File: config.mk
export PLATFORM = sky130hd
export DESIGN_NAME = pmu_wakeup_logic
export DESIGN_NICKNAME = d
export VERILOG_FILES = /design/src/hw/wakeup_pkg.sv /design/src/hw/pmu_wakeup_logic.sv
export VERILOG_INCLUDE_DIRS = /design/src /design/src/hw
export SDC_FILE = /design/constraint.sdc
export NUM_CORES = 1
export LEC_CHECK = 0
export ABC_AREA = 1
export BUFFER_PORTS_ARGS = -buffer_cell sky130_fd_sc_hd__buf_2
export CAP_MARGIN = 20
export CORE_MARGIN = 8
export CORE_UTILIZATION = 45
export DETAILED_ROUTE_END_ITERATION = 10
export GPL_TIMING_DRIVEN = 0
export PLACE_DENSITY = 0.73
export SLEW_MARGIN = 20
export SYNTH_ARGS = -nofsm -noshare
export SYNTH_HDL_FRONTEND = slang
export SYNTH_SLANG_ARGS = --single-unit
export TNS_END_PERCENT = 50
File: constraint.sdc
create_clock -name mclk -period 1.9 [get_ports mclk]
set_input_delay 0.38 -clock mclk [delete_from_list [all_inputs] [get_ports mclk]]
set_output_delay 0.38 -clock mclk [all_outputs]
set_load 0.02 [all_outputs]
File: src/hw/wakeup_regs.svh
// Register indexes, field positions and reset values of the wake-up logic.
`ifndef WAKEUP_REGS_SVH
`define WAKEUP_REGS_SVH
// Register indexes; the byte address on the bus is four times the index.
`define IDX_RESUME_MASK 8'h08
`define IDX_RESUME_FLAGS 8'h09
`define IDX_ACT_MASK_ONE 8'h75
`define IDX_ACT_FLAGS 8'hA0
`define IDX_PWR_CTRL_THREE 8'hAD
`define IDX_WAKE_CONFIG 8'hB8
`define IDX_WAKE_STATE 8'hB9
// Resume mask and resume flag bit positions.
`define RM_IRQ3 3
`define RM_IRQ4 4
`define RM_RING 5
`define RM_IRQ8 6
`define RM_SUSRES 7
// First activity mask and activity flag bit positions.
`define AM_DRQ1 0
`define AM_DRQ23 2
`define AM_DRQ567 3
`define AM_IRQ1 4
`define AM_AC_POWER_PRESENT 6
// Third power control bit that also enables the power-present wake-up.
`define PC3_AC_POWER_PRESENT 4
// Configuration bit that selects the local-bus DRQ set.
`define CFG_LOCAL_BUS 0
// Reset values.
`define RESET_BYTE 8'h00
`define RESET_SRC 10'h000
`define RESET_IN 13'h0000
`define RESET_WORD 32'h0000_0000
// Width of the wake-up line group.
`define SRC_COUNT 10
`define IN_COUNT 13
`endif
File: src/hw/wakeup_pkg.sv
// Types shared by the wake-up logic and its bench.
package wakeup_pkg;
	typedef enum logic [2:0] {
		mode_high = 3'b000,
		mode_low = 3'b001,
		mode_doze = 3'b010,
		mode_sleep = 3'b011,
		mode_suspend = 3'b100,
		mode_off = 3'b101
	} power_mode_type;
	typedef struct packed {
		logic psel;
		logic penable;
		logic pwrite;
		logic [11:0] paddr;
		logic [31:0] pwdata;
	} apb_req_type;
	typedef struct packed {
		logic [31:0] prdata;
		logic pready;
		logic pslverr;
	} apb_rsp_type;
	typedef struct packed {
		logic [7:0] drq;
		logic irq1;
		logic irq3;
		logic irq4;
		logic irq8;
		logic ring_n;
		logic ac_power_present;
		logic suspend_resume_pin;
	} wake_lines_type;
endpackage

File: src/hw/pmu_wakeup_logic.sv
// Wake-up logic of the power manager with its APB register file.
// Behaviour
// - Enabled wake-up leaves deep modes to high speed.
// - In slow modes a wake-up counts as activity.
// - DRQ lines wake on rise, held until low.
// - Keyboard interrupt wakes on rise, unmasked.
// - IRQ3/4/8 wake on rise, PIC-masked, ack clears.
// - Ring wakes on fall, flag held to refresh.
// - Resume mask enables ring, IRQ3/4, IRQ8.
// - DRQ2 rise enabled by activity mask bit 2.
// - Power-present rise needs two enable bits.
// - Keyboard interrupt enabled by activity bit 4.
// - Full bus selects DRQ1-3, DRQ5-7 by bits.
// - Local bus allows only DRQ1, 2, 5.
// - No glitch filter on interrupt wake lines.
// - DRQ and IRQ lines ORed before edge detect.
// - Wake-up during temporary-on waits until it ends.
// - Acknowledge during temporary-on consumes the wake-up.
// - Suspend/resume pin edge always wakes, unmaskable.
// - Detected events set flags; any write clears.
//
// The APB interface to the registers was decided locally.
`include "wakeup_regs.svh"
module pmu_wakeup_logic
	import wakeup_pkg::*;
(
	input wire logic mclk,
	input wire logic rst_n,
	input wire apb_req_type apb_req,
	output apb_rsp_type apb_rsp,
	input wire wake_lines_type wake_lines,
	input wire logic [2:0] pic_mask,
	input wire logic [2:0] irq_ack_eoi,
	input wire logic refresh,
	input wire logic temp_on,
	input wire power_mode_type power_mode,
	output logic go_high_speed,
	output logic activity_pulse
);

	// ************************************************************
	// State
	// ************************************************************

	typedef struct packed {
		logic [`IN_COUNT-1:0] sync_one;
		logic [`IN_COUNT-1:0] sync_two;
		logic [`IN_COUNT-1:0] last;
		logic or_last;
		logic [`SRC_COUNT-1:0] pending;
		logic ring_latch;
		logic held;
		logic [7:0] resume_enable_mask;
		logic [7:0] resume_event_flags;
		logic [7:0] activity_enable_mask_one;
		logic [7:0] activity_event_flags;
		logic [7:0] power_control_three;
		logic [7:0] wake_config;
		apb_rsp_type rsp;
		logic go_hs;
		logic act;
	} state_type;

	state_type state_reg;
	state_type state_next;

	// ************************************************************
	// Decoding helpers
	// ************************************************************

	// Which of the ORed sources may cause a wake-up right now.
	function automatic logic [`SRC_COUNT-1:0] src_enable(
		input logic [7:0] am,
		input logic [7:0] rm,
		input logic local_bus,
		input logic [2:0] pm
	);
		logic [`SRC_COUNT-1:0] en;
		en = `RESET_SRC;
		en[0] = am[`AM_DRQ1];
		en[1] = am[`AM_DRQ23];
		en[2] = am[`AM_DRQ23] & ~local_bus;
		en[3] = am[`AM_DRQ567];
		en[4] = am[`AM_DRQ567] & ~local_bus;
		en[5] = am[`AM_DRQ567] & ~local_bus;
		en[6] = am[`AM_IRQ1];
		en[7] = rm[`RM_IRQ3] & ~pm[0];
		en[8] = rm[`RM_IRQ4] & ~pm[1];
		en[9] = rm[`RM_IRQ8] & ~pm[2];
		return en;
	endfunction

	// Register index from a byte address; misaligned gives no hit.
	function automatic logic [8:0] reg_index(input logic [11:0] addr);
		logic [8:0] idx;
		idx = {1'b0, addr[9:2]};
		if (addr[1:0] != 2'b00 || addr[11:10] != 2'b00) begin
			idx = 9'h1FF;
		end
		return idx;
	endfunction

	// True while the manager sits in a deep mode.
	function automatic logic is_deep(input power_mode_type m);
		return (m == mode_sleep) || (m == mode_suspend) || (m == mode_off);
	endfunction

	// True while the manager sits in a slow clock mode.
	function automatic logic is_slow(input power_mode_type m);
		return (m == mode_low) || (m == mode_doze);
	endfunction

	// ************************************************************
	// Input gathering
	// ************************************************************

	logic [`IN_COUNT-1:0] raw_lines;
	logic [`SRC_COUNT-1:0] src_now;
	logic [`SRC_COUNT-1:0] src_en;
	logic or_now;
	logic or_rise;
	logic ring_fall;
	logic ac_power_present_rise;
	logic susres_edge;
	logic [8:0] idx;
	logic access;
	logic hit;
	logic [7:0] rd_byte;
	logic demand;
	logic service;
	logic [7:0] resume_set;
	logic [7:0] activity_set;

	// Order the lines into one vector; drq bits 0 and 4 are unused.
	assign raw_lines = {
		wake_lines.suspend_resume_pin,
		wake_lines.ac_power_present,
		wake_lines.ring_n,
		wake_lines.irq8,
		wake_lines.irq4,
		wake_lines.irq3,
		wake_lines.irq1,
		wake_lines.drq[7],
		wake_lines.drq[6],
		wake_lines.drq[5],
		wake_lines.drq[3],
		wake_lines.drq[2],
		wake_lines.drq[1]
	};

	// ************************************************************
	// Next state
	// ************************************************************

	always_comb begin
		state_next = state_reg;
		// Two flops bring every line into the clock domain; no filter.
		state_next.sync_one = raw_lines;
		state_next.sync_two = state_reg.sync_one;
		state_next.last = state_reg.sync_two;
		src_now = state_reg.sync_two[`SRC_COUNT-1:0];
		src_en = src_enable(state_reg.activity_enable_mask_one,
			state_reg.resume_enable_mask,
			state_reg.wake_config[`CFG_LOCAL_BUS], pic_mask);
		// A single detector on the OR of all DRQ and IRQ lines, masked or not, so a
		// stuck line hides the edges of the others.
		or_now = |src_now;
		state_next.or_last = or_now;
		or_rise = or_now & ~state_reg.or_last;
		ring_fall = state_reg.last[10] & ~state_reg.sync_two[10];
		ac_power_present_rise = state_reg.sync_two[11] & ~state_reg.last[11];
		susres_edge = state_reg.sync_two[12] ^ state_reg.last[12];

		// Line events stay active while the line is high; an acknowledge
		// with end-of-interrupt drops an interrupt event, even inside a
		// temporary-on routine, where it is then lost.
		state_next.pending = state_reg.pending;
		if (or_rise) begin
			state_next.pending = state_reg.pending | (src_en & src_now);
		end
		state_next.pending = state_next.pending & src_now;
		state_next.pending[9:7] = state_next.pending[9:7] & ~irq_ack_eoi;

		// Ring flag lasts until the next refresh unless a new fall arrives.
		state_next.ring_latch = state_reg.ring_latch;
		if (refresh) begin
			state_next.ring_latch = 1'b0;
		end
		if (ring_fall && state_reg.resume_enable_mask[`RM_RING]) begin
			state_next.ring_latch = 1'b1;
		end

		// Pulse events are latched so a temporary-on routine only delays them.
		state_next.held = state_reg.held;
		if (power_mode == mode_high && !temp_on) begin
			state_next.held = 1'b0;
		end
		if ((ring_fall && state_reg.resume_enable_mask[`RM_RING])
			|| (ac_power_present_rise && state_reg.activity_enable_mask_one[`AM_AC_POWER_PRESENT]
			&& state_reg.power_control_three[`PC3_AC_POWER_PRESENT])
			|| susres_edge) begin
			state_next.held = 1'b1;
		end

		// Wake request toward the mode machine, withheld in temporary-on.
		demand = (|state_reg.pending) | state_reg.held;
		service = demand && !temp_on;
		state_next.go_hs = service && (is_deep(power_mode) || is_slow(power_mode));
		state_next.act = service && is_slow(power_mode) && !state_reg.go_hs;

		// Flags that hardware sets this cycle.
		resume_set = `RESET_BYTE;
		resume_set[`RM_IRQ3] = state_next.pending[7] & ~state_reg.pending[7];
		resume_set[`RM_IRQ4] = state_next.pending[8] & ~state_reg.pending[8];
		resume_set[`RM_IRQ8] = state_next.pending[9] & ~state_reg.pending[9];
		resume_set[`RM_RING] = state_reg.ring_latch;
		resume_set[`RM_SUSRES] = susres_edge;
		activity_set = `RESET_BYTE;
		activity_set[`AM_DRQ1] = state_next.pending[0] & ~state_reg.pending[0];
		activity_set[`AM_DRQ23] = |(state_next.pending[2:1] & ~state_reg.pending[2:1]);
		activity_set[`AM_DRQ567] = |(state_next.pending[5:3] & ~state_reg.pending[5:3]);
		activity_set[`AM_IRQ1] = state_next.pending[6] & ~state_reg.pending[6];
		activity_set[`AM_AC_POWER_PRESENT] = ac_power_present_rise & state_reg.activity_enable_mask_one[`AM_AC_POWER_PRESENT]
			& state_reg.power_control_three[`PC3_AC_POWER_PRESENT];

		// ********************************************************
		// APB slave
		// ********************************************************

		// One wait state: pready rises in the second access cycle.
		idx = reg_index(apb_req.paddr);
		access = apb_req.psel && apb_req.penable && !state_reg.rsp.pready;
		hit = 1'b1;
		rd_byte = `RESET_BYTE;
		case (idx)
			{1'b0, `IDX_RESUME_MASK}: begin
				rd_byte = state_reg.resume_enable_mask;
			end
			{1'b0, `IDX_RESUME_FLAGS}: begin
				rd_byte = state_reg.resume_event_flags;
			end
			{1'b0, `IDX_ACT_MASK_ONE}: begin
				rd_byte = state_reg.activity_enable_mask_one;
			end
			{1'b0, `IDX_ACT_FLAGS}: begin
				rd_byte = state_reg.activity_event_flags;
			end
			{1'b0, `IDX_PWR_CTRL_THREE}: begin
				rd_byte = state_reg.power_control_three;
			end
			{1'b0, `IDX_WAKE_CONFIG}: begin
				rd_byte = state_reg.wake_config;
			end
			{1'b0, `IDX_WAKE_STATE}: begin
				rd_byte = {4'h0, state_reg.ring_latch, state_reg.held,
					state_reg.go_hs, |state_reg.pending};
			end
			default: begin
				hit = 1'b0;
			end
		endcase

		// Writes land at the edge that shows pready high.
		state_next.rsp.pready = access;
		state_next.rsp.pslverr = access && !hit;
		state_next.rsp.prdata = `RESET_WORD;
		if (access && !apb_req.pwrite) begin
			state_next.rsp.prdata = {24'h000000, rd_byte};
		end
		if (state_reg.rsp.pready && apb_req.pwrite) begin
			case (idx)
				{1'b0, `IDX_RESUME_MASK}: begin
					state_next.resume_enable_mask = apb_req.pwdata[7:0];
				end
				{1'b0, `IDX_RESUME_FLAGS}: begin
					state_next.resume_event_flags = `RESET_BYTE;
				end
				{1'b0, `IDX_ACT_MASK_ONE}: begin
					state_next.activity_enable_mask_one = apb_req.pwdata[7:0];
				end
				{1'b0, `IDX_ACT_FLAGS}: begin
					state_next.activity_event_flags = `RESET_BYTE;
				end
				{1'b0, `IDX_PWR_CTRL_THREE}: begin
					state_next.power_control_three = apb_req.pwdata[7:0];
				end
				{1'b0, `IDX_WAKE_CONFIG}: begin
					state_next.wake_config = apb_req.pwdata[7:0];
				end
				default: begin
				end
			endcase
		end

		// A set in the same cycle as a clear wins, so nothing is lost;
		// the ring flag keeps reasserting until the refresh passes.
		state_next.resume_event_flags = state_next.resume_event_flags | resume_set;
		state_next.activity_event_flags = state_next.activity_event_flags
			| activity_set;
	end

	// ************************************************************
	// Registers
	// ************************************************************

	// Synchronous reset puts every field at a constant.
	always_ff @(posedge mclk) begin
		if (!rst_n) begin
			state_reg.sync_one <= `RESET_IN;
			state_reg.sync_two <= `RESET_IN;
			state_reg.last <= `RESET_IN;
			state_reg.or_last <= 1'b0;
			state_reg.pending <= `RESET_SRC;
			state_reg.ring_latch <= 1'b0;
			state_reg.held <= 1'b0;
			state_reg.resume_enable_mask <= `RESET_BYTE;
			state_reg.resume_event_flags <= `RESET_BYTE;
			state_reg.activity_enable_mask_one <= `RESET_BYTE;
			state_reg.activity_event_flags <= `RESET_BYTE;
			state_reg.power_control_three <= `RESET_BYTE;
			state_reg.wake_config <= `RESET_BYTE;
			state_reg.rsp.prdata <= `RESET_WORD;
			state_reg.rsp.pready <= 1'b0;
			state_reg.rsp.pslverr <= 1'b0;
			state_reg.go_hs <= 1'b0;
			state_reg.act <= 1'b0;
		end else begin
			state_reg <= state_next;
		end
	end

	// Outputs come straight from the state flops.
	assign apb_rsp = state_reg.rsp;
	assign go_high_speed = state_reg.go_hs;
	assign activity_pulse = state_reg.act;

endmodule // pmu_wakeup_logic

==> summary.txt, run 1 <==
=====================================================================================
Status                                                                   complete, no violations
Total of max-cap violations                                                         0
Arrival time at the worst endpoint                                            1.98 ns
Number of ports placed on the die boundary                                        111
Placed cells                                                                      762
Area growth from synthesis to layout                                            17.4%
Maximum number of pins on one net before global-route repair                       22
Total global routing track utilization                                          17.6%
Setup repair bufs after CTS                                                         0
Fill cell count                                                                   881
Post-Layout Inst Area                                                        4910 µm²
Die outline height                                                             112 µm
Count of unique library cells instantiated by Yosys                                33
Minimum period implied by the final worst setup slack                         1.69 ns
Routed length per placed instance                                             14.0 µm
Most numerous cell in the Yosys netlist                                       dfxtp_1
Vias per inst                                                                    4.93
First drt pass iteration count                                                      5
Worst hold-check path type                                               input port to flop
TritonCTS buffer count                                                              9
Final max-slew violation count                                                      0
Synth area leader                                                             dfxtp_1
Critical path startpoint category                                          input port
Ratio of final minimum period to clock period                                   88.7%
# nets final                                                                      737
Clk buf depth                                                                       2
Worst setup EP type                                                              flop
Effective utilization at floorplan                                              45.7%
Quantity of hold-fixing buffers added after cts                                     0
Number of antenna violations at the first check in global routing                   0
Total DRC errors in the routed layout                                               0
M1 wire length                                                                4710 µm
TritonCTS clock tree                                                             done
HPWL after DPL                                                                8360 µm
Commonest cells in the synthesized netlist                               96 x dfxtp_1, 85 x nand2_1, 79 x inv_1
Mean Syn Cell Area                                                           7.34 µm²
Clock-pin slew of the registers on the worst-case setup and hold paths        0.11 ns
Number of instances resized during post-cts repair                                  0
Cell leakage power                                                            2.42 nW
Via count of the first global-routing pass                                       3789
Share of post-route cells with drive strength above 1                           20.2%
Main synth FF type                                                            dfxtp_1
Final weighted congestion of routability-driven global placement                0.919
Port Buf Inserts                                                                   58
Req. time, crit path                                                          2.20 ns
Max Used Layer                                                                   met4
Met3 WL                                                                        796 µm
Master cell of the clock root buffer                                         clkbuf_8
Area contributors post-synth                                             dfxtp_1 46%, nand2_1 7.6%, nand3_1 7.2%, inv_1 7.1%, nor2_1 6.6%
Clock Skew                                                                  0.0167 ns
Total of flip-flops plus latches after synthesis                                   96
Cell area after technology mapping                                           4190 µm²
Count of endpoints failing hold in the final timing report                          0
Met2 wirelength from detailed routing                                         5090 µm
Unrepaired setup endpoints after global routing                                 false
Maximum fanout encountered on the critical timing path                             10
Global-route congestion overflow total                                              0
Clock latency on the worst-skew pair                                          0.37 ns
Floorplan Core Area                                                          9150 µm²
Number of flip-flops in the largest register                                       53
Antenna Violating Nets Remaining                                                    0
Sequential element share of the synthesized area                                45.9%
Deepest level of the CTS H-tree                                                     3
Total Die Area                                                              12600 µm²
Clock sink count                                                                   96
Total Routed Length                                                          10900 µm
Iteration-0 DRC Markers                                                           264
Number of synthesis warnings                                                        0
Number of diodes added for antenna fixing                                           0
Final setup vio count                                                               0
Fmax                                                                          593 MHz
Asr flop ratio synth                                                               0%
Number of enable flip-flop cells after synthesis                                    0
Least-Margin Pin Slew                                                        0.578 ns
Placement row count                                                                35
Cells after synthesis                                                             570
Area share of the largest cell type after synthesis                             45.9%
DR vias                                                                          3839
First-pass GRT wire length                                                   18000 µm
Setup Crit Path Kind                                                     input port to flop
Die Width                                                                      112 µm
Count of non-filler cells in the finished layout                                  778
Headroom to the max-slew limit                                                  61.4%
Largest voltage drop on the vdd net                                        0.000482 V
Pwr Density                                                                758 nW/µm²
Cell Area, Placed                                                            4700 µm²
=====================================================================================
[layout by cell type (no fill, tap or decap), drive strengths merged]
| master | n |
|---|---|
| buf | 102 |
| nor4 | 1 |
| o21ai | 36 |
| inv | 84 |
| a21oi | 23 |
| nand3 | 63 |
| a31oi | 3 |
| or2 | 1 |
| a41oi | 1 |
| nor3b | 2 |
| clkbuf | 19 |
| dfxtp | 96 |
| o21bai | 1 |
| a21boi | 1 |
| xor2 | 1 |
| nand2 | 88 |
| nand4 | 18 |
| conb | 24 |
| clkinv | 4 |
| and3 | 1 |
| nor3 | 16 |
| nor2 | 82 |
[metrics by stage]
stage	power (W)	TNS (ns)	util (%)	setup slack (ns)	hold WS, ns
final	0.00373	0	53.7	0.215	0.185
after global routing	0.00387	0	53.7	0.0401	0.176
after CTS	0.00374	0	53.7	0.248	0.169
after detailed placement	0.00239	-1.94	51.4	-0.132	0.397
after global placement	0.00239	-1.10	51.4	-0.0629	0.393
after floorplan	0.00229	0	-	0.336	0.390
[kinds of logic after synthesis]
| group | share of synthesized area (%) |
|---|---|
| buf+inv | 15.4 |
| other cells | 0.0896 |
| flops | 45.9 |
| xor+xnor | 0.209 |
| compound gates | 8.07 |
| simple gates | 30.3 |
[path summary, 6_finish.rpt]
path / from / end / slack (ns) / cells past startpoint
max: apb_req[43] / apb_rsp[4] / 0.21 / 10
min: wake_lines[5] / state_next[117] / 0.18 / 3
max reg2reg: src_now[3] / state_reg[87] / 0.30 / 9
min reg2reg: state_next[118] / src_now[8] / 0.42 / 2
[final cells by class]
class | instances | area, µm² | share of cell area (%)
Buffer | 54 | 342 | 6.95
Clock buffer | 9 | 124 | 2.52
Clock inverter | 7 | 88.8 | 1.81
Inverter | 81 | 304 | 6.19
Multi-Input combinational cell | 362 | 1710 | 34.7
Sequential cell | 96 | 1920 | 39.1
Tap cell | 111 | 139 | 2.83
Timing Repair Buffer | 58 | 290 | 5.91
[worst max-delay path, stage by stage]
cell	delay, ns
buf_2	0.12
nor2_4	0.17
nand2_2	0.10
nor3_4	0.47
nand2_4	0.19
nand2_1	0.12
nor2_1	0.05
nand2_1	0.10
nand2_2	0.13
nor2_1	0.15
[where the power goes]
part / switching, W / total, W / internal, W
Clock: 0.000839 / 0.00138 / 0.000537
Sequential: 0.0000159 / 0.00206 / 0.00205
Combinational: 0.000181 / 0.000289 / 0.000109
Total: 0.00104 / 0.00373 / 0.00269
[layer usage]
metal  global-route usage [%]  vias to the layer above
met5                        0                        -
met1                     20.9                     1721
met2                     29.4                      148
met3                     5.05                       27
met4                     6.92                        0
li1                         -                     1943
Power figures use the tool's default switching activity.
==> run 2: changes to the inputs <==
- CELL_PAD_IN_SITES_DETAIL_PLACEMENT: default -> 0
- CELL_PAD_IN_SITES_GLOBAL_PLACEMENT: default -> 1
- CORE_UTILIZATION: 45 -> 37
- PLACE_DENSITY: 0.73 -> 0.82
==> summary.txt, run 2 (synthesized netlist as in run 1, its figures left out) <==
=====================================================================================
Critical path startpoint category                                          input port
Post-Layout Inst Area                                                        5040 µm²   +2.5%
First-pass GRT wire length                                                   17800 µm   -1.3%
Req. time, crit path                                                          2.13 ns   -0.07 ns
Minimum setup slack in the final design                                      0.180 ns   -0.0346 ns
Maximum number of pins on one net before global-route repair                       20   -9.1%
Global routing met2 resource utilization                                        24.9%   -4.6 points
Count of endpoints failing hold in the final timing report                          0   unchanged
Maximum fanout encountered on the critical timing path                             10   unchanged
Grt met3 use                                                                    4.09%   -0.95 points
Worst setup EP type                                                              flop
Hold-critical path depth                                                            3   unchanged
Number of instances resized during post-cts repair                                  0   unchanged
Arrival time at the worst endpoint                                            1.95 ns   -0.03 ns
CP max stage cell                                                               buf_2
Area growth from synthesis to layout                                            20.4%
Port Buf Inserts                                                                   58   unchanged
Minimum period implied by the final worst setup slack                         1.72 ns   +0.0346 ns
Number of diodes added for antenna fixing                                           0   unchanged
Deepest level of the CTS H-tree                                                     3   unchanged
Worst path max stage delay                                                    0.32 ns   -0.15 ns
Cell Area, Placed                                                            4740 µm²   +0.85%
Most common cell after layout, fill and taps aside                            dfxtp_1
Number of antenna violations at the first check in global routing                   0   unchanged
Headroom to the max-slew limit                                                  59.9%   -1.5 points
Overall power after layout                                                  0.00412 W   +11%
DR vias                                                                          3784   -1.4%
Depth of the most critical reg-to-reg path                                          9   unchanged
Share of post-route cells with drive strength above 1                           20.2%   unchanged
Final setup vio count                                                               0   unchanged
HPWL after DPL                                                                8490 µm   +1.5%
Global-route congestion overflow total                                              0   unchanged
Register-to-register path setup slack                                         0.29 ns   about the same
Worst hold-check path type                                               input port to flop
Total global routing track utilization                                          15.0%   -2.7 points
TritonCTS buffer count                                                              9   unchanged
Number of buffers and inverters on the critical path                                2   +1
Total Routed Length                                                          10800 µm   -0.61%
Clock latency on the worst-skew pair                                          0.34 ns   -0.03 ns
Post-Place Worst Slack                                                      -0.122 ns   +0.00963 ns
Die Width                                                                      122 µm   +8.8%
Setup repair bufs after CTS                                                         0   unchanged
Final weighted congestion of routability-driven global placement                0.844   -8.2%
Top library cells by usage in the layout, fill and taps aside            96 x dfxtp_1, 85 x nand2_1, 79 x inv_1
Pwr Density                                                                818 nW/µm²   +7.8%
First drt pass iteration count                                                      4   -1
Beginning of the worst hold path                                         wake_lines[13]
Unrepaired setup endpoints after global routing                                 false
Placement row count                                                                39   +11%
Total DRC errors in the routed layout                                               0   unchanged
Setup Crit Path Kind                                                     input port to flop
TritonCTS clock tree                                                             done
Least-Margin Pin Slew                                                        0.601 ns   +0.0231 ns
Quantity of hold-fixing buffers added after cts                                     0   unchanged
Clock-pin slew of the registers on the worst-case setup and hold paths        0.07 ns   -0.04 ns
Die outline height                                                             122 µm   +8.8%
Total Die Area                                                              15000 µm²   +18%
Floorplan Core Area                                                         11200 µm²   +23%
Setup TNS                                                                        0 ns   unchanged
Largest voltage drop on the vdd net                                        0.000413 V   -14%
R2r startpoint                                                             src_now[2]
# nets final                                                                      737   unchanged
Final max-slew violation count                                                      0   unchanged
Fmax                                                                          581 MHz   -2.0%
Number of ports placed on the die boundary                                        111   unchanged
Number of flip-flops in the largest register                                       53   unchanged
M1 GR Usage                                                                     18.4%   -2.5 points
Endpoint of the most critical register-to-register path                  state_reg[89]
Routed length per placed instance                                             13.4 µm   -4.5%
Via count of the first global-routing pass                                       3602   -4.9%
Endpoint, Worst Hold                                                     state_next[114]
Status                                                                   complete, no violations
Antenna Violating Nets Remaining                                                    0   unchanged
Iteration-0 DRC Markers                                                           247   -6.4%
Clock Skew                                                                 0.00616 ns   -0.0105 ns
CP delay by family, top                                                  simple AND/OR/NAND/NOR gates
Master cell of the clock root buffer                                        clkbuf_16
Clk buf depth                                                                       2   unchanged
Effective utilization at floorplan                                              37.3%   -8.4 points
Ratio of final minimum period to clock period                                   90.5%   +1.8 points
Vias per inst                                                                    4.67   -5.3%
Clock sink count                                                                   96   unchanged
Cell-by-cell trace of the critical path                                  buf_2, nor2_4, nand4_1, nor2_2, buf_2, nand3_1, nand3_1, nand2_1
Most used routing layer                                                          met2
Total of max-cap violations                                                         0   unchanged
Cell leakage power                                                            2.45 nW   +1.5%
=====================================================================================
-- run 2: cell types whose count changed in the layout (fill, tap and decap cells not counted) --
| cell | previous run | this run |
|---|---|---|
| clkinv_8 | 3 | 1 |
| clkbuf_16 | 0 | 9 |
| clkinv_4 | 0 | 1 |
| clkinvlp_4 | 0 | 1 |
| clkbuf_8 | 9 | 0 |
-- run 2: worst max path at each step --
| stage | end | slack, ns | from | cells past startpoint |
|---|---|---|---|---|
| CTS | state_reg[72] | 0.23 | apb_req[43] | 8 |
| detailed placement | state_next[107] | -0.12 | rst_n | 5 |
| global placement | state_reg[75] | -0.09 | apb_req[43] | 8 |
| floorplan | apb_rsp[3] | 0.34 | apb_req[37] | 10 |
| finish | state_reg[72] | 0.18 | apb_req[43] | 8 |
| global route | state_reg[72] | 0.005 | rst_n | 6 |
-- run 2: layer usage --
layer | part of all wire (%) | vias up
met3 | 8.6 | 17
met2 | 46 | 115
met5 | 0 | -
li1 | - | 1947
met1 | 44 | 1705
met4 | 1.9 | 0
-- run 2: report_power, final --
part           switching [W]  leakage [nW]  internal (W)
clock network       0.000840         0.143      0.000928
logic               0.000182          1.53      0.000109
registers          0.0000154         0.780       0.00205
-- run 2: area by class of cell --
type	instances	area [µm²]
timing repair buffer	58	290
sequential	96	1920
tap	143	179
buffer	54	342
clock buffer	9	225
clock inverter	7	72.6
multi-input combinational	362	1710
fill	1173	6180
inverter	81	304
-- run 2: worst register-to-register path: cells and delay by family, from the launching register on --
kind,cells,cell delay (ns)
AO/OA/AOI/OAI,1,0.16
flip-flops,1,0.38
AND/OR/NAND/NOR,6,0.65
buffers and inverters,2,0.37
-- run 2: stage by stage --
step | hold slack (ns) | std cells | util (%)
after CTS | 0.205 | 810 | 44.9
after detailed placement | 0.397 | 794 | 42.3
after global placement | 0.393 | 794 | 42.3
after global routing | 0.212 | 810 | 44.9
final | 0.214 | 810 | 44.9
after floorplan | 0.390 | 593 | -
==> run 3: changes to the inputs <==
- ABC_AREA: 1 -> 0
- BUFFER_PORTS_ARGS: -buffer_cell sky130_fd_sc_hd__buf_2 -> -buffer_cell sky130_fd_sc_hd__clkbuf_2
- CORE_UTILIZATION: 37 -> 39
- PLACE_DENSITY: 0.82 -> 0.83
==> summary.txt, run 3 <==
=====================================================================================
Status                                                                   complete, no violations
Total of max-cap violations                                                         0   unchanged
R2r startpoint                                                             apb_rsp[1]
Final max-slew violation count                                                      0   unchanged
Count of endpoints failing hold in the final timing report                          0   unchanged
Share of post-route cells with drive strength above 1                           25.7%   +5.5 points
Maximum number of pins on one net before global-route repair                       16   -20%
Cell-by-cell trace of the critical path                                  clkbuf_2, or4_4, buf_6, or4_1, clkbuf_8, o21ai_1, a21oi_1
HPWL after DPL                                                                8470 µm   -0.17%
First drt pass iteration count                                                      5   +1
Maximum fanout encountered on the critical timing path                             10   unchanged
Number of diodes added for antenna fixing                                           0   unchanged
Port Buf Inserts                                                                   59   +1.7%
Met3 WL                                                                        841 µm   -9.9%
Unrepaired setup endpoints after global routing                                  true
Deepest level of the CTS H-tree                                                     3   unchanged
Setup Crit Path Kind                                                     input port to flop
# nets final                                                                      615   -17%
Clk buf depth                                                                       2   unchanged
Clock Skew                                                                 0.00881 ns   +0.00266 ns
Depth of the most critical reg-to-reg path                                          5   -4
CP max stage cell                                                               or4_4
Vias per inst                                                                    5.24   +12%
Final setup vio count                                                               0   unchanged
Register-to-register path setup slack                                         0.14 ns   -0.15 ns
Post-Layout Inst Area                                                        4990 µm²   -0.99%
Synth area leader                                                             dfxtp_1
Endpoint of the most critical register-to-register path                  state_reg[56]
Top library cells by usage in the layout, fill and taps aside            95 x dfxtp_1, 60 x clkbuf_2, 37 x buf_4
Cell Area, Placed                                                            4670 µm²   -1.5%
Number of enable flip-flop cells after synthesis                                    0   unchanged
Met2 wirelength from detailed routing                                         5330 µm   +7.5%
Number of ports placed on the die boundary                                        111   unchanged
Iteration-0 DRC Markers                                                           186   -25%
Ratio of final minimum period to clock period                                   98.8%   +8.3 points
Req. time, crit path                                                          2.13 ns   about the same
Mean Syn Cell Area                                                           9.17 µm²   +25%
Floorplan Core Area                                                         10300 µm²   -8.4%
Pwr Density                                                                780 nW/µm²   -4.6%
Commonest cells in the synthesized netlist                               96 x dfxtp_1, 36 x a21oi_1, 34 x buf_4
Area growth from synthesis to layout                                            22.0%
Fmax                                                                          533 MHz   -8.4%
DR vias                                                                          3566   -5.8%
Area share of the largest cell type after synthesis                             47.0%   +1.1 points
TritonCTS buffer count                                                              9   unchanged
Area occupied by registers                                                   1920 µm²   about the same
Total global routing track utilization                                          15.9%   +0.99 points
Die Width                                                                      118 µm   -3.2%
Quantity of hold-fixing buffers added after cts                                     0   unchanged
TritonCTS clock tree                                                             done
Sequential element share of the synthesized area                                47.0%   +1.1 points
Number of antenna violations at the first check in global routing                   0   unchanged
Asr flop ratio synth                                                               0%   unchanged
Total Die Area                                                              14000 µm²   -6.4%
Clock-pin slew of the registers on the worst-case setup and hold paths        0.09 ns   +0.02 ns
Area contributors post-synth                                             dfxtp_1 47%, buf_4 6.2%, and2_1 4.9%, a21oi_1 4.4%, mux2i_1 4.4%
Total DRC errors in the routed layout                                               0   unchanged
Number of synthesis warnings                                                        0   unchanged
Die outline height                                                             118 µm   -3.2%
Fill cell count                                                                  1010   -14%
Antenna Violating Nets Remaining                                                    0   unchanged
Area of the multi-input gates                                                1940 µm²   +14%
Crit path from                                                            apb_req[32]
Most common cell after layout, fill and taps aside                            dfxtp_1
Master cell of the clock root buffer                                         clkbuf_8
Headroom to the max-slew limit                                                  54.9%   -5.0 points
Count of unique library cells instantiated by Yosys                                54   +64%
Routed length per placed instance                                             16.7 µm   +25%
Placement row count                                                                37   -5.1%
Most numerous cell in the Yosys netlist                                       dfxtp_1
Worst setup EP type                                                              flop
Main synth FF type                                                            dfxtp_1
Crit path to                                                             state_reg[66]
Critical path startpoint category                                          input port
Effective utilization at floorplan                                              39.8%   +2.5 points
First-pass GRT wire length                                                   18000 µm   +1.4%
Largest voltage drop on the vdd net                                        0.000468 V   +13%
Max Used Layer                                                                   met4
Cell leakage power                                                            1.97 nW   -20%
Worst path max stage delay                                                    0.53 ns   +0.21 ns
Clock sink count                                                                   96   unchanged
Via count of the first global-routing pass                                       3570   -0.89%
Cells after synthesis                                                             446   -22%
Arrival time at the worst endpoint                                            2.10 ns   +0.15 ns
Cell area after technology mapping                                           4090 µm²   -2.3%
End-of-flow core utilization                                                    48.6%   +3.6 points
Global-route congestion overflow total                                              0   unchanged
Worst hold-check path type                                               input port to flop
Total of flip-flops plus latches after synthesis                                   96   unchanged
M1 wire length                                                                4850 µm   +2.2%
Number of flip-flops in the largest register                                       53   unchanged
Final weighted congestion of routability-driven global placement                0.897   +6.3%
Minimum period implied by the final worst setup slack                         1.88 ns   +0.157 ns
Total Routed Length                                                          11300 µm   +4.5%
Clock latency on the worst-skew pair                                          0.36 ns   +0.02 ns
Least-Margin Pin Slew                                                        0.676 ns   +0.0746 ns
=====================================================================================
==> run 3: through the flow <==
stage	hold WS, ns	total power [W]	TNS [ns]	std cells	worst slack (ns)
after floorplan	0.412	0.00231	-2.35	469	-0.171
after global placement	0.414	0.00243	-20.09	664	-0.611
after detailed placement	0.418	0.00243	-20.97	664	-0.592
after CTS	0.209	0.00389	-0.157	679	-0.0320
after global routing	0.207	0.00403	-0.0283	680	-0.0171
final	0.220	0.00389	0	680	0.0225
==> run 3: worst min-delay path by stage <==
stage / slack (ns) / cells past startpoint / endpoint / startpoint
2_1_floorplan: 0.41 / 1 / src_now[0] / state_next[110]
3_3_place_gp: 0.41 / 1 / src_now[7] / state_next[117]
3_5_place_dp: 0.42 / 1 / state_next[108] / state_next[121]
4_1_cts: 0.21 / 2 / state_next[119] / wake_lines[3]
5_1_grt: 0.21 / 2 / state_next[110] / wake_lines[8]
6_report: 0.22 / 2 / state_next[120] / wake_lines[2]
==> run 3: cell type report <==
type                    count  share of cell area, %
flip-flops and latches     96                   38.5
well taps                 136                   3.41
clock inverters             4                   1.55
plain buffers              57                   7.65
repair buffers             60                   6.37
inverters                  10                  0.752
clock buffers              11                   2.83
multi-input cells         306                   38.9
==> run 3: logic make-up (layout without fill, tap and decap cells) <==
group           after synthesis  after routing  synth area share [%]
buf+inv                      67            142                  9.36
flops                        96             96                  47.0
xor+xnor                      2              2                 0.428
simple gates                166            166                  24.1
compound gates               94             94                  14.1
other cells                   1             24                0.0917
mux                          20             20                  4.96
==> run 3: routing by layer <==
| metal | track usage [%] | vias up |
|---|---|---|
| met4 | 7.11 | 0 |
| met3 | 4.24 | 24 |
| met5 | 0 | - |
| li1 | - | 1742 |
| met2 | 26.6 | 134 |
| met1 | 18.9 | 1666 |
==> run 3: worst max-delay path: cells and delay by family <==
family / cells / cell delay, ns
AO/OA/AOI/OAI: 2 / 0.23
AND/OR/NAND/NOR: 2 / 1.05
buffers and inverters: 3 / 0.44
==> run 3: report_power, final <==
| group | total, W | internal [W] | switching, W |
|---|---|---|---|
| sequential | 0.00206 | 0.00205 | 0.0000161 |
| combinational | 0.000339 | 0.000131 | 0.000208 |
| clock | 0.00149 | 0.000779 | 0.000711 |
==> run 3: timing repair <==
item | 4_1_cts | 5_1_grt
gates resized for setup | 10 | 15
endpoints found under the setup margin | 44 | 35
pin swaps | 1 | 2
buffers inserted | 0 | 1
